==> config.mk <==
export PLATFORM = sky130hd
export DESIGN_NAME = sdram_cmd_core
export DESIGN_NICKNAME = d
export VERILOG_FILES = /design/src/inc/sdram_cmd_pkg.sv /design/src/rtl/sdram_cmd_core.sv
export SDC_FILE = /design/constraint.sdc
export NUM_CORES = 1
export LEC_CHECK = 0
export BUFFER_PORTS_ARGS = -buffer_cell sky130_fd_sc_hd__buf_2
export CAP_MARGIN = 20
export CORE_MARGIN = 5
export CORE_UTILIZATION = 49
export DETAILED_ROUTE_END_ITERATION = 7
export PLACE_DENSITY = 0.63
export SYNTH_ARGS = -nofsm -noshare
export SYNTH_HDL_FRONTEND = slang
export SYNTH_SLANG_ARGS = --single-unit
==> constraint.sdc <==
create_clock -name core_clk -period 3.5 [get_ports core_clk]
set_clock_uncertainty 0.15 [all_clocks]
set_input_delay 0.35 -clock core_clk [delete_from_list [all_inputs] [get_ports core_clk]]
set_output_delay 0.35 -clock core_clk [all_outputs]
set_load 0.005 [all_outputs]
==> src/inc/sdram_cmd_pkg.sv <==
/*
  shared constants and carriers for the sdram command core: command
  encodings, burst lengths, timing counts and the packed command and
  write-beat structs.
  assumes a single 25 MHz core clock and synchronous command inputs.
*/
`default_nettype none
package sdram_cmd_pkg;
  // clock figures
  localparam int CLK_PERIOD_NS = 40;
  // precharge and refresh cycle times (plain defaults)
  localparam int ROW_PRECHARGE_NS = 15;
  localparam int REFRESH_CYCLE_NS = 160;
  // least times round up to whole cycles
  localparam int ROW_PRECHARGE_CYC = (ROW_PRECHARGE_NS + CLK_PERIOD_NS - 1) / CLK_PERIOD_NS;
  localparam int REFRESH_CYCLE_CYC = (REFRESH_CYCLE_NS + CLK_PERIOD_NS - 1) / CLK_PERIOD_NS;
  // self refresh internal row period, default shortened for simulation
  localparam int SELF_ROW_PERIOD = 64;
  // burst lengths
  localparam int BURST_CHOP = 4;
  localparam int BURST_FULL = 8;
  // address bit positions
  localparam int AP_BIT = 10;
  localparam int OTF_BIT = 12;
  // after reset
  localparam logic [3:0] TIMER_ZERO = 4'h0;

  // decoded command kinds
  typedef enum {
    CMD_NONE, CMD_WRITE, CMD_PRECHARGE, CMD_REFRESH, CMD_SELF_ENTER, CMD_OTHER
  } cmd_e;

  // one command slot as sampled on a rising edge
  typedef struct packed {
    logic csN;
    logic rasN;
    logic casN;
    logic weN;
    logic [2:0] bank;
    logic [13:0] addr;
  } cmd_s;

  // one write data beat with its mask
  typedef struct packed {
    logic valid;
    logic [7:0] data;
    logic mask;
  } beat_s;
endpackage
`default_nettype wire

==> src/rtl/sdram_cmd_core.sv <==
/*
  command core of the sdram: write with mask and auto precharge,
  per-bank and all-bank precharge with restartable timing, refresh with
  internal row counter, and self refresh entry and exit.
  assumes the controller keeps its own timing; inputs are synchronous
  to core_clk; memory is a small flop array indexed by bank and column.
*/
`default_nettype none
// How it works
// - write bursts only into an opened row
// - write bank taken from bank inputs
// - a10 on write requests auto precharge
// - a12 picks chop four or eight
// - masked beats leave storage unchanged
// - precharge one bank, or all on a10
// - precharge of idle bank is a no-op
// - precharge timing restarts on last command
// - refresh uses internal row, ignores address
// - self refresh keeps data without clock
// - deselect accepts no new command
// - nop registers no command
module sdram_cmd_core #(
  parameter int BANKS = 8,
  parameter int COLS = 8,
  parameter int ROW_BITS = 8
) (
  input wire logic core_clk,
  input wire logic srst,
  input wire logic clkEn,
  input wire sdram_cmd_pkg::cmd_s cmdIn,
  input wire sdram_cmd_pkg::beat_s beatIn,
  input wire logic otfEnable,
  input wire logic modeBurstFull,
  output logic [BANKS-1:0] bankOpen,
  output logic [BANKS-1:0] bankPrecharging,
  output logic writeBusy,
  output logic refreshBusy,
  output logic selfRefresh,
  output logic [ROW_BITS-1:0] refreshRow,
  output logic [7:0] readData
);
  initial begin
    if (BANKS != 8 || COLS < 8 || ROW_BITS < 1) begin
      $error("sdram_cmd_core: unsupported parameters");
    end
  end

  localparam int CB = $clog2(COLS);
  localparam int BB = $clog2(BANKS);

  // command decode, shared by the bank and refresh next-state blocks
  function automatic sdram_cmd_pkg::cmd_e decode(input sdram_cmd_pkg::cmd_s c,
                                                  input logic cePrev, input logic ceNow);
    if (c.csN) begin
      decode = sdram_cmd_pkg::CMD_NONE; // deselect
    end else if (!cePrev) begin
      decode = sdram_cmd_pkg::CMD_NONE;
    end else begin
      case ({c.rasN, c.casN, c.weN})
        3'b111: decode = sdram_cmd_pkg::CMD_NONE; // nop
        3'b100: decode = ceNow ? sdram_cmd_pkg::CMD_WRITE : sdram_cmd_pkg::CMD_OTHER;
        3'b010: decode = sdram_cmd_pkg::CMD_PRECHARGE;
        3'b001: decode = ceNow ? sdram_cmd_pkg::CMD_REFRESH : sdram_cmd_pkg::CMD_SELF_ENTER;
        default: decode = sdram_cmd_pkg::CMD_OTHER;
      endcase
    end
  endfunction

  logic cePrev; // clock enable at previous edge
  sdram_cmd_pkg::cmd_e cmd;
  always_comb begin
    cmd = decode(cmdIn, cePrev, clkEn);
  end
  wire activateCmd = !cmdIn.csN && cePrev && clkEn &&
                     ({cmdIn.rasN, cmdIn.casN, cmdIn.weN} == 3'b011);

  // bank state
  logic [BANKS-1:0] next_bankOpen, next_bankPrecharging;
  logic [3:0] pcTimer [BANKS];
  logic [3:0] next_pcTimer [BANKS];
  logic [BANKS-1:0] apPending, next_apPending; // auto precharge after burst
  // write burst state
  logic writeActive, next_writeActive;
  logic [BB-1:0] wrBank, next_wrBank;
  logic [CB-1:0] wrCol, next_wrCol;
  logic [3:0] beatsLeft, next_beatsLeft;
  logic wrAuto, next_wrAuto;
  // refresh state
  logic [3:0] rfTimer, next_rfTimer;
  logic [ROW_BITS-1:0] next_refreshRow;
  logic next_selfRefresh;
  logic [7:0] selfTick, next_selfTick;
  // storage
  logic [7:0] mem [BANKS*COLS];
  logic [7:0] next_readData;
  logic endBurst;

  // bank, precharge and burst next-state
  always_comb begin
    next_bankOpen = bankOpen;
    next_bankPrecharging = bankPrecharging;
    next_apPending = apPending;
    next_pcTimer = pcTimer;
    next_writeActive = writeActive;
    next_wrBank = wrBank;
    next_wrCol = wrCol;
    next_beatsLeft = beatsLeft;
    next_wrAuto = wrAuto;
    endBurst = writeActive && beatIn.valid && (beatsLeft == 4'h1);
    // count down running precharges
    for (int b = 0; b < BANKS; b++) begin
      if (bankPrecharging[b]) begin
        if (pcTimer[b] <= 4'h1) begin
          next_bankPrecharging[b] = 1'b0; // bank now idle
          next_pcTimer[b] = sdram_cmd_pkg::TIMER_ZERO;
        end else begin
          next_pcTimer[b] = pcTimer[b] - 4'h1;
        end
      end
    end
    // burst beats
    if (writeActive && beatIn.valid) begin
      next_wrCol = wrCol + CB'(1);
      next_beatsLeft = beatsLeft - 4'h1;
      if (endBurst) begin
        next_writeActive = 1'b0;
        if (wrAuto) begin // close row after burst
          next_bankOpen[wrBank] = 1'b0;
          next_bankPrecharging[wrBank] = 1'b1;
          next_pcTimer[wrBank] = 4'(sdram_cmd_pkg::ROW_PRECHARGE_CYC);
          next_apPending[wrBank] = 1'b0;
        end
      end
    end
    case (cmd)
      sdram_cmd_pkg::CMD_WRITE: begin
        // only an open bank accepts a burst
        if (bankOpen[cmdIn.bank] && !writeActive) begin
          next_writeActive = 1'b1;
          next_wrBank = cmdIn.bank;
          next_wrCol = cmdIn.addr[CB-1:0];
          next_wrAuto = cmdIn.addr[sdram_cmd_pkg::AP_BIT];
          next_apPending[cmdIn.bank] = cmdIn.addr[sdram_cmd_pkg::AP_BIT];
          // on-the-fly chop or fixed mode length
          if (otfEnable) begin
            next_beatsLeft = cmdIn.addr[sdram_cmd_pkg::OTF_BIT] ?
                             4'(sdram_cmd_pkg::BURST_FULL) : 4'(sdram_cmd_pkg::BURST_CHOP);
          end else begin
            next_beatsLeft = modeBurstFull ?
                             4'(sdram_cmd_pkg::BURST_FULL) : 4'(sdram_cmd_pkg::BURST_CHOP);
          end
        end
      end
      sdram_cmd_pkg::CMD_PRECHARGE: begin
        for (int b = 0; b < BANKS; b++) begin
          // all banks on a10, else the addressed one
          if (cmdIn.addr[sdram_cmd_pkg::AP_BIT] || cmdIn.bank == BB'(b)) begin
            if (bankOpen[b] || bankPrecharging[b]) begin
              next_bankOpen[b] = 1'b0;
              next_bankPrecharging[b] = 1'b1;
              // restart from the latest command
              next_pcTimer[b] = 4'(sdram_cmd_pkg::ROW_PRECHARGE_CYC);
            end
            // idle bank: nothing happens
          end
        end
      end
      default: begin
        if (activateCmd && !bankPrecharging[cmdIn.bank]) begin
          next_bankOpen[cmdIn.bank] = 1'b1;
        end
      end
    endcase
  end

  // refresh and self refresh next-state
  always_comb begin
    next_rfTimer = rfTimer;
    next_refreshRow = refreshRow;
    next_selfRefresh = selfRefresh;
    next_selfTick = selfTick;
    if (rfTimer != sdram_cmd_pkg::TIMER_ZERO) begin
      next_rfTimer = rfTimer - 4'h1;
    end
    if (selfRefresh) begin
      // internal refresh without external commands
      next_selfTick = selfTick + 8'h01;
      if (selfTick == 8'(sdram_cmd_pkg::SELF_ROW_PERIOD - 1)) begin
        next_selfTick = 8'h00;
        next_refreshRow = refreshRow + ROW_BITS'(1);
      end
      // exit on clock enable rising, whatever command is on the inputs
      if (clkEn && !cePrev) begin
        next_selfRefresh = 1'b0;
      end
    end else if (cmd == sdram_cmd_pkg::CMD_REFRESH) begin
      // internal row, address ignored
      next_refreshRow = refreshRow + ROW_BITS'(1);
      next_rfTimer = 4'(sdram_cmd_pkg::REFRESH_CYCLE_CYC);
    end else if (cmd == sdram_cmd_pkg::CMD_SELF_ENTER) begin
      next_selfRefresh = 1'b1;
      next_selfTick = 8'h00;
    end
  end

  // read-back of the bank and column on the command inputs for visibility
  always_comb begin
    next_readData = mem[{cmdIn.bank, cmdIn.addr[CB-1:0]}];
  end

  // registers
  always_ff @(posedge core_clk) begin
    if (srst) begin
      cePrev <= 1'b0;
      bankOpen <= '0;
      bankPrecharging <= '0;
      apPending <= '0;
      for (int b = 0; b < BANKS; b++) begin
        pcTimer[b] <= sdram_cmd_pkg::TIMER_ZERO;
      end
      writeActive <= 1'b0;
      wrBank <= '0;
      wrCol <= '0;
      beatsLeft <= sdram_cmd_pkg::TIMER_ZERO;
      wrAuto <= 1'b0;
      rfTimer <= sdram_cmd_pkg::TIMER_ZERO;
      refreshRow <= '0;
      selfRefresh <= 1'b0;
      selfTick <= 8'h00;
      readData <= 8'h00;
      refreshBusy <= 1'b0;
    end else begin
      cePrev <= clkEn;
      bankOpen <= next_bankOpen;
      bankPrecharging <= next_bankPrecharging;
      apPending <= next_apPending;
      pcTimer <= next_pcTimer;
      writeActive <= next_writeActive;
      wrBank <= next_wrBank;
      wrCol <= next_wrCol;
      beatsLeft <= next_beatsLeft;
      wrAuto <= next_wrAuto;
      rfTimer <= next_rfTimer;
      refreshRow <= next_refreshRow;
      selfRefresh <= next_selfRefresh;
      selfTick <= next_selfTick;
      readData <= next_readData;
      // registered so the pin never glitches on the timer decode
      refreshBusy <= (next_rfTimer != sdram_cmd_pkg::TIMER_ZERO);
    end
  end

  // storage has no reset: contents survive self refresh
  always_ff @(posedge core_clk) begin
    if (writeActive && beatIn.valid && !beatIn.mask) begin
      mem[{wrBank, wrCol}] <= beatIn.data; // masked beat skipped
    end
  end

  assign writeBusy = writeActive;

  // write to a closed bank never starts a burst
  property p_write_needs_open;
    @(posedge core_clk) disable iff (srst)
      (cmd == sdram_cmd_pkg::CMD_WRITE && !bankOpen[cmdIn.bank] && !writeActive)
      |=> !writeActive;
  endproperty
  a_write_needs_open: assert property (p_write_needs_open)
    else $error("write started on closed bank");

  property p_write_bank;
    @(posedge core_clk) disable iff (srst)
      (cmd == sdram_cmd_pkg::CMD_WRITE && bankOpen[cmdIn.bank] && !writeActive)
      |=> wrBank == $past(cmdIn.bank);
  endproperty
  a_write_bank: assert property (p_write_bank)
    else $error("write bank not taken from inputs");

  property p_auto_close;
    @(posedge core_clk) disable iff (srst)
      (endBurst && wrAuto) |=> !bankOpen[$past(wrBank)] && bankPrecharging[$past(wrBank)];
  endproperty
  a_auto_close: assert property (p_auto_close)
    else $error("auto precharge did not close row");

  property p_otf_len;
    @(posedge core_clk) disable iff (srst)
      (cmd == sdram_cmd_pkg::CMD_WRITE && bankOpen[cmdIn.bank] && !writeActive && otfEnable)
      |=> beatsLeft == ($past(cmdIn.addr[12]) ? 4'h8 : 4'h4);
  endproperty
  a_otf_len: assert property (p_otf_len)
    else $error("burst length not chosen by a12");

  property p_mask_keeps;
    @(posedge core_clk) disable iff (srst)
      (writeActive && beatIn.valid && beatIn.mask) |=>
        mem[$past({wrBank, wrCol})] == $past(mem[{wrBank, wrCol}]);
  endproperty
  a_mask_keeps: assert property (p_mask_keeps)
    else $error("masked beat changed storage");

  property p_pre_all;
    @(posedge core_clk) disable iff (srst)
      (cmd == sdram_cmd_pkg::CMD_PRECHARGE && cmdIn.addr[10]) |=> bankOpen == '0;
  endproperty
  a_pre_all: assert property (p_pre_all)
    else $error("all-bank precharge left a row open");

  property p_pre_idle_nop;
    @(posedge core_clk) disable iff (srst)
      (cmd == sdram_cmd_pkg::CMD_PRECHARGE && !cmdIn.addr[10] && !writeActive &&
       !bankOpen[cmdIn.bank] && !bankPrecharging[cmdIn.bank])
      |=> !bankPrecharging[$past(cmdIn.bank)];
  endproperty
  a_pre_idle_nop: assert property (p_pre_idle_nop)
    else $error("precharge of idle bank not ignored");

  property p_pre_restart;
    @(posedge core_clk) disable iff (srst)
      (cmd == sdram_cmd_pkg::CMD_PRECHARGE && !cmdIn.addr[10] && bankPrecharging[cmdIn.bank])
      |=> pcTimer[$past(cmdIn.bank)] == 4'(sdram_cmd_pkg::ROW_PRECHARGE_CYC);
  endproperty
  a_pre_restart: assert property (p_pre_restart)
    else $error("precharge time not restarted");

  property p_refresh_row;
    @(posedge core_clk) disable iff (srst)
      (cmd == sdram_cmd_pkg::CMD_REFRESH && !selfRefresh)
      |=> refreshRow == $past(refreshRow) + ROW_BITS'(1);
  endproperty
  a_refresh_row: assert property (p_refresh_row)
    else $error("refresh row not advanced internally");

  property p_deselect_quiet;
    @(posedge core_clk) disable iff (srst)
      (cmdIn.csN && !writeActive && !selfRefresh && bankPrecharging == '0)
      |=> bankOpen == $past(bankOpen) && !selfRefresh;
  endproperty
  a_deselect_quiet: assert property (p_deselect_quiet)
    else $error("deselect changed bank state");
endmodule
`default_nettype wire
# After elaboration in Yosys (flattened, before gate mapping)
# Memories as Yosys holds them, arrays and structs flattened. A register that Yosys moved wholly into a read port is not among the register bits.
# Index checks and enable logic that the tools add are counted.
[word_totals]
register_bits = 83
ram_bits = 512
input_bits = 36
output_inout_bits = 35
n_memories = 1
[mem_list]
columns = ["name", "words", "width", "rd", "rd_ports_with_merged_regs", "wr", "line", "text"]
rows = [
  ["mem", 64, 8, 1, 1, 1, "sdram_cmd_core.sv:94", "logic [7:0] mem [BANKS*COLS];"],
]
[op_classes]
addsub = 13
order_cmp = 14
n_eq_ne = 20
mux = 137
bitwise_logic = 8
reduce_logical = 41
[op_table]
columns = ["cell", "count"]
rows = [
  ["$mux 4", 42],
  ["$mux 32", 4],
  ["$mux 8", 15],
  ["$mux 1", 62],
  ["$sub 4x1->4 const B", 10],
  ["$eq 32x1->1 const B", 1],
  ["$eq 32x2->1 const B", 1],
  ["$eq 32x3->1 const B", 1],
  ["$eq 32x4->1 const B", 1],
  ["$le 4x1->1 const B", 8],
  ["$and 24x24->24", 1],
  ["$not 24->24", 1],
  ["$or 8x8->8", 3],
  ["$mux 3", 7],
  ["$eq 3x3->1 const B", 6],
  ["$add 8x1->8 const B", 2],
  ["$logic_or 1x1->1", 16],
  ["$pmux 8 s2", 1],
  ["$demux 4 s3", 1],
  ["$eq 3x2->1 const B", 4],
  ["$logic_and 1x1->1", 12],
  ["$pmux 3 s4", 1],
  ["$and 8x8->8", 1],
  ["$eq 8x6->1 const B", 1],
  ["18 further kinds", 31],
]

# Depth between registers and ports, before layout
# Gate-level depths: netlist of the first run.
[depth]
depth_word = 13
depth_mapped = 10
depth_no_buf = 7

# Worst setup path before layout of the first run
# Ideal clock, no wire load.
[synth_timing]
path_type = "in2reg"
startpoint = "input port cmdIn[0] (netlist name)"
endpoint = "register readData[4] (read register of mem)"
t_arrival_ps = 1919
t_required_ps = 3218
path_slack_ps = 1299
cell_stages = 8
n_path_buf = 3
cell_sequence = "buf_6 buf_4 buf_4 mux4_2 a22oi_1 a21oi_1 a211oi_1 nor3_1"
[synth_rtl]
columns = ["item", "line", "text"]
rows = [
  ["start: declaration", "sdram_cmd_core.sv:30", "input wire sdram_cmd_pkg::cmd_s cmdIn,"],
  ["end: declaration", "sdram_cmd_core.sv:40", "output logic [7:0] readData"],
]

# Worst setup path in the final report of the first run
[layout_timing]
startpoint = "register writeActive (netlist: writeBusy)"
endpoint = "memory mem[18][2] (enable)"
[layout_via]
elab_chain_len = 4
[layout_lines]
columns = ["item", "line", "text"]
rows = [
  ["start: declaration", "sdram_cmd_core.sv:83", "logic writeActive, next_writeActive;"],
  ["start signal: assignment", "sdram_cmd_core.sv:238", "writeActive <= next_writeActive;"],
  ["$logic_and 1x1->1 (2 in a row)", "sdram_cmd_core.sv:255", "if (writeActive && beatIn.valid && !beatIn.mask) begin"],
  ["$mux 1", "sdram_cmd_core.sv:255", ""],
  ["$mux 1 (not written as such)", "sdram_cmd_core.sv:256", "mem[{wrBank, wrCol}] <= beatIn.data;"],
  ["end: declaration", "sdram_cmd_core.sv:94", ""],
]
# No other way between the ends.

==> results.md, run 1 <==
* Period minus WS final at roughly 2.7 ns
* Reg power frac at 53.2%
* Slew HR at between 30 and 40%
* Post-Route WL at 56.0 mm
* CTS tree: built
* Combinational power share at approximately 5.2%
* Biggest area consumer among synthesized cells: edfxtp_1
* MaxCap Viol Count at 0
* First-pass GRT wire length at 84.8 mm
* Initial antenna violation count at 1
* Slew @ Worst Pin at 0.992 ns
* Post-CTS Setup Inserts at 0
* Rows at 81
* WL/cell at 24.0 µm
* Setup CP Type: reg2reg
* Capture point of the worst reg-to-reg path: mem[18][2]
* Post-synthesis sequential area ratio at 70.4%
* First-pass DRT Iterations at 5
* Outcome: finished clean
* Starting Density at 49.7%
* Post-synthesis instance total at approximately 1500
* Pleak at 9.33 nW
* Top FF cell, synth: edfxtp_1
* DIE WIDTH at between 200 and 250 µm
* Fin. Hold Viols at 0
* I/O pins at 71
* Net Sw Frac at between 20% and 30%
* Yosys warns at 0
* Via density at 5.84
* Internal reg-to-reg setup slack at 0.75 ns
* Critical path arrival at 2.92 ns
* Largest net degree at the start of global routing at 65
* Crit-path max FO at 8
* Vias at approximately 14000
* Largest cells by area after synthesis: edfxtp_1 63%, mux4_2 11%, dfxtp_1 7.5%
* Synth-to-Final Area Change at 14.8%
* EDFF count, synth at 512
* Chip Height at roughly 230 µm
* CTS max path bufs at 3
* Die Area at 54400 µm²
* Unrepaired setup endpoints after global routing: false
* Critical Path RT at around 3.7 ns
* Core area at 49200 µm²
* Mean Syn Cell Area at 16.8 µm²
* Net Sw Power at 3.10 mW
* Vias in the first global route at 13517
* Diode count at 0
* HPWL Detailed at 35.3 mm
* FMAX at 0.364 GHz
* Routed Antenna Nets at 0
* VDD IR-drop max at roughly 0.00032 V
* Cell variety after synth at 55
* Nets at 1680
* Clock share of power at between 40% and 50%
* GRT overflow at 0
* Fin crit share at between 70% and 80%
* Net count after synthesis at 1510
* Reg clk slew, reported paths at 0.06 ns
* Total clock sinks at roughly 600
* Share of the synthesized area in the top cell type at 63.0%
* Max-slew violation count at 0
* Worst setup endpoint: mem[18][2]
* Layout cells sized above 1 at 23.2%
* Final setup vio count at 0
* Cell-internal power at 11.6 mW
* DRC errors left at 0
* Post-CTS Resized at 0
* Async SR Flop Fraction at 0%
* Worst setup SP type: flip-flop
* Inserted Clock Buffers at 60
* Hold crit path type: in2reg
* CTS root buf: clkbuf_16
* Placed cell area at 26100 µm²
* Commonest cells post-synth: 512 x edfxtp_1, 157 x nor2_1, 119 x mux4_2
* First DRT Iteration DRCs at 1253
* Area of the mapped netlist at 24400 µm²
* Clock Latency Late Sink at about 0.62 ns
* FF-to-FF path depth at 5
* Fin area at 28000 µm²
* Total track usage at 20.7%
* Cell area power density at 526 nW/µm²
* TNS Setup at 0 ns
* Reg2Reg Launch Point: writeBusy
* Crit end category: flip-flop
* Fillers at 3828
* Htree depth at 2
* GP Congestion at 0.824
* Worst Setup SP: writeBusy
* I/O Buffers at just over 60
* Post-synthesis register bit count at 603
* Most frequent cell after synthesis: edfxtp_1
flip-flops by register name, indices dropped and copies added, names as in the netlist:
register,cells
bankOpen,8
bankPrecharging,8
beatsLeft,4
cePrev,1
mem,512
pcTimer,32
readData,8
refreshBusy,1
refreshRow,8
rfTimer,4
selfRefresh,1
selfTick,8
wrAuto,1
wrBank,3
wrCol,3
writeBusy,1
critical path: stages, from the launching register on:
cell	delay (ns)
dfxtp_1	0.42
nand2_1	0.22
nor3_1	0.50
nand2_1	0.57
nor2_1	0.38
buf_4	0.22
logic make-up after synthesis:
| kind of cell | Yosys count | synth area share [%] |
|---|---|---|
| XOR/XNOR | 13 | 0.466 |
| AO/OA/AOI/OAI | 169 | 4.39 |
| flip-flops | 603 | 70.4 |
| multiplexers | 191 | 14.4 |
| buffers and inverters | 102 | 2.13 |
| AND/OR/NAND/NOR | 352 | 7.05 |
| adder cells (fa/ha/maj) | 22 | 1.13 |
layout by cell type (no fill, tap or decap), drive strengths merged, types with 22 or more instances in the layout:
cell type	count
a21oi	63
a22oi	30
buf	172
clkbuf	85
dfxtp	91
edfxtp	512
ha	22
inv	34
mux2i	65
mux4	126
nand2	57
nor2	157
power groups by stage:
stage	sequential, mW	clock, mW	combinational, mW
5_1_grt	7.84	6.58	0.827
2_1_floorplan	7.98	0	0.458
4_1_cts	7.84	6.27	0.760
3_5_place_dp	7.99	0	0.752
6_report	7.84	6.14	0.763
3_3_place_gp	7.99	0	0.732
metrics by stage:
stage               hold slack [ns]  utilization, %  worst slack [ns]  cells  power, mW
finish                       0.0212            57.0             0.755   2331       14.7
global route                 0.0129            57.0             0.656   2331       15.2
CTS                        0.000462            56.9             0.804   2327       14.9
detailed placement            0.311            53.0             0.681   2215       8.74
global placement              0.305            53.0             0.667   2214       8.72
floorplan                     0.297               -              1.30   1452       8.44
what timing repair did:
action                     CTS  global route
hold buffers                 5             1
hold endpoints to repair     6            10
setup endpoints to repair    0             0
area by class of cell:
type / instances / area [µm²] / share of cell area, %
clock buffer: 85 / 1680 / 5.98
clock inverter: 22 / 183 / 0.652
inverter: 32 / 120 / 0.429
multi-input combinational: 747 / 6700 / 23.9
sequential: 603 / 17200 / 61.3
tap: 664 / 831 / 2.96
timing repair buffer: 178 / 1330 / 4.74
routing by layer:
layer | wire, µm | GRT usage [%]
met1 | 24400 | 29.8
met2 | 26600 | 32.9
met3 | 3640 | 4.11
met4 | 1330 | 5.10
met5 | 0 | 0
worst min path at each step:
stage                   end        start  cells after the start
2_1_floorplan    pcTimer[9]   pcTimer[9]                      2
3_3_place_gp     pcTimer[9]   pcTimer[9]                      2
3_5_place_dp    pcTimer[17]  pcTimer[17]                      2
4_1_cts          mem[31][0]    beatIn[1]                      1
5_1_grt          mem[56][5]    beatIn[6]                      1
6_report       beatsLeft[3]    cmdIn[12]                      3
Power figures use the tool's default switching activity.
==> run 2: changes to the inputs <==
==> constraint.sdc (replaced) <==
create_clock -name core_clk -period 2.7 [get_ports core_clk]
set_clock_uncertainty 0.15 [all_clocks]
set_input_delay 0.27 -clock core_clk [delete_from_list [all_inputs] [get_ports core_clk]]
set_output_delay 0.27 -clock core_clk [all_outputs]
set_load 0.005 [all_outputs]
==> run 2 against run 1 <==
Flip-flop and latch count is the same. Die area is the same. Critical path depth is 1 higher. Register-to-register slack worse by 0.53 ns. Largest power group unchanged. Highest routed layer is now met5. Via count increased by 0.34%.
==> results.md, run 2 (synthesis gave the netlist of run 1 again) <==
* Outcome: finished clean
* Reg clk slew, reported paths at 0.06 ns (about the same)
* Slew @ Worst Pin at 0.788 ns (-0.204 ns)
* Rows at 81 (unchanged)
* Fin. Hold Viols at 0 (unchanged)
* Total power at 19.4 mW (+31%)
* First-pass GRT wire length at 84.4 mm (-0.42%)
* Crit end category: flip-flop
* Via density at 5.76 (-1.3%)
* Critical Path RT at 3.03 ns (-0.65 ns)
* Slew HR at 47.4% (+14 points)
* Vias in the first global route at 13638 (+0.90%)
* Crit-path max FO at 14 (+6)
* Layout cells sized above 1 at 25.3% (+2.1 points)
* Top flop regs: mem (512), pcTimer (32)
* Diode count at 0 (unchanged)
* Final core occ at 57.8% (+0.74 points)
* Largest register FFs at 512 (unchanged)
* Htree depth at 2 (unchanged)
* Largest net degree at the start of global routing at 65 (unchanged)
* Total track usage at 20.7% (+0.042 points)
* Setup CP Type: reg2reg
* Routed Antenna Nets at 0 (unchanged)
* I/O Buffers at 61 (unchanged)
* CTS root buf: clkbuf_16
* CTS max path bufs at 3 (unchanged)
* Core area at 49200 µm² (unchanged)
* Most common cell after layout, fill and taps aside: edfxtp_1
* MaxCap Viol Count at 0 (unchanged)
* Initial antenna violation count at 2 (+1)
* Most flop-heavy register: mem
* Pleak at 9.56 nW (+2.5%)
* GP Congestion at 0.835 (+1.4%)
* Post-Route WL at 56.0 mm (about the same)
* Final setup vio count at 0 (unchanged)
* FF-to-FF path depth at 6 (+1)
* Commonest cells after routing, fill and taps aside: 512 x edfxtp_1, 157 x nor2_1, 134 x buf_4
* Cell area power density at 682 nW/µm² (+30%)
* Chip Height at 233 µm (unchanged)
* Max-slew violation count at 0 (unchanged)
* Critical path arrival at 2.80 ns (-0.12 ns)
* DRC errors left at 0 (unchanged)
* Inserted Clock Buffers at 61 (+1.7%)
* FMAX at 0.404 GHz (+11%)
* CTS tree: built
* Die Area at 54400 µm² (unchanged)
* GRT overflow at 0 (unchanged)
* Vias at 13655 (+0.34%)
* TNS Setup at 0 ns (unchanged)
* Unrepaired setup endpoints after global routing: false
* Synth-to-Final Area Change at 16.3%
* Cells on Worst Hold Path at 5 (+2)
* First-pass DRT Iterations at 5 (unchanged)
* HPWL Detailed at 35.8 mm (+1.3%)
* Nets at 1716 (+2.1%)
* VDD IR-drop max at 0.000540 V (+67%)
* Period minus WS final at 2.47 ns (-0.273 ns)
* Post-CTS Setup Inserts at 0 (unchanged)
* Worst setup SP type: flip-flop
* Hold crit path type: in2reg
* DIE WIDTH at 233 µm (unchanged)
* First DRT Iteration DRCs at 1167 (-6.9%)
* Clock Latency Late Sink at 0.62 ns (about the same)
* Starting Density at 49.7% (unchanged)
* Total clock sinks at 603 (unchanged)
* I/O pins at 71 (unchanged)
* WL/cell at 23.6 µm (-1.7%)
* Fin crit share at 91.6% (+13 points)
==> run 2: changes by cell type in the layout (fill, tap and decap cells not counted), moves of 4 or more <==
cell      change
clkinv_2      +6
clkbuf_2      +4
clkbuf_8      -4
clkbuf_1      -8
buf_4        +32
==> run 2: final timing paths <==
path / from / to / slack (ns)
setup / recovery: beatsLeft[0] / bankOpen[6] / 0.23
hold / removal: beatIn[9] / writeBusy / 0.04
setup reg to reg: beatsLeft[0] / bankOpen[6] / 0.23
hold reg to reg: pcTimer[9] / pcTimer[9] / 0.32
==> run 2: critical path: stages (launching register included) <==
cell and delay [ns]:
dfxtp_1 0.39, ha_1 0.16, nor4bb_1 0.44, nand3_1 0.48
or2_2 0.46, a22oi_1 0.19, nor3_1 0.06
==> run 2: repair_timing <==
| action | 4_1_cts | 5_1_grt |
|---|---|---|
| hold buffers | 8 | 0 |
| setup endpoints to repair | 0 | 3 |
| endpoints found under the hold margin | 22 | 0 |
| gates resized for setup | 0 | 1 |
==> run 2: area by class of cell <==
class	count	area (µm²)
tap	664	831
clock buffer	78	1640
inverter	32	120
fill	3769	20800
timing repair buffer	213	1600
multi-input combinational	747	6700
sequential	603	17200
clock inverter	33	313
==> run 2: layer usage <==
layer  global-route usage, %  wire length [µm]  vias to the layer above
met5                    1.38               115                        -
met4                    5.13              1140                        6
met3                    3.55              3690                       81
met2                    33.9             27200                      436
met1                    29.4             23900                     6992
li1                        -                 -                     6140
==> run 2: where the power goes <==
group	internal (mW)	leakage, nW	switching (mW)
clock network	4.74	0.963	3.46
registers	10.1	5.34	0.0326
logic	0.416	3.26	0.597
==> run 2: through the flow <==
| stage | cell area (µm²) | setup WS [ns] | hold WS [ns] | std cells |
|---|---|---|---|---|
| finish | 28400 | 0.228 | 0.0402 | 2370 |
| global route | 28400 | 0.0384 | 0.0605 | 2370 |
| CTS | 28400 | 0.134 | 0.00779 | 2370 |
| detailed placement | 26400 | 0.112 | 0.312 | 2251 |
| global placement | 26300 | 0.0883 | 0.307 | 2250 |
| floorplan | 24400 | 0.579 | 0.219 | 1452 |
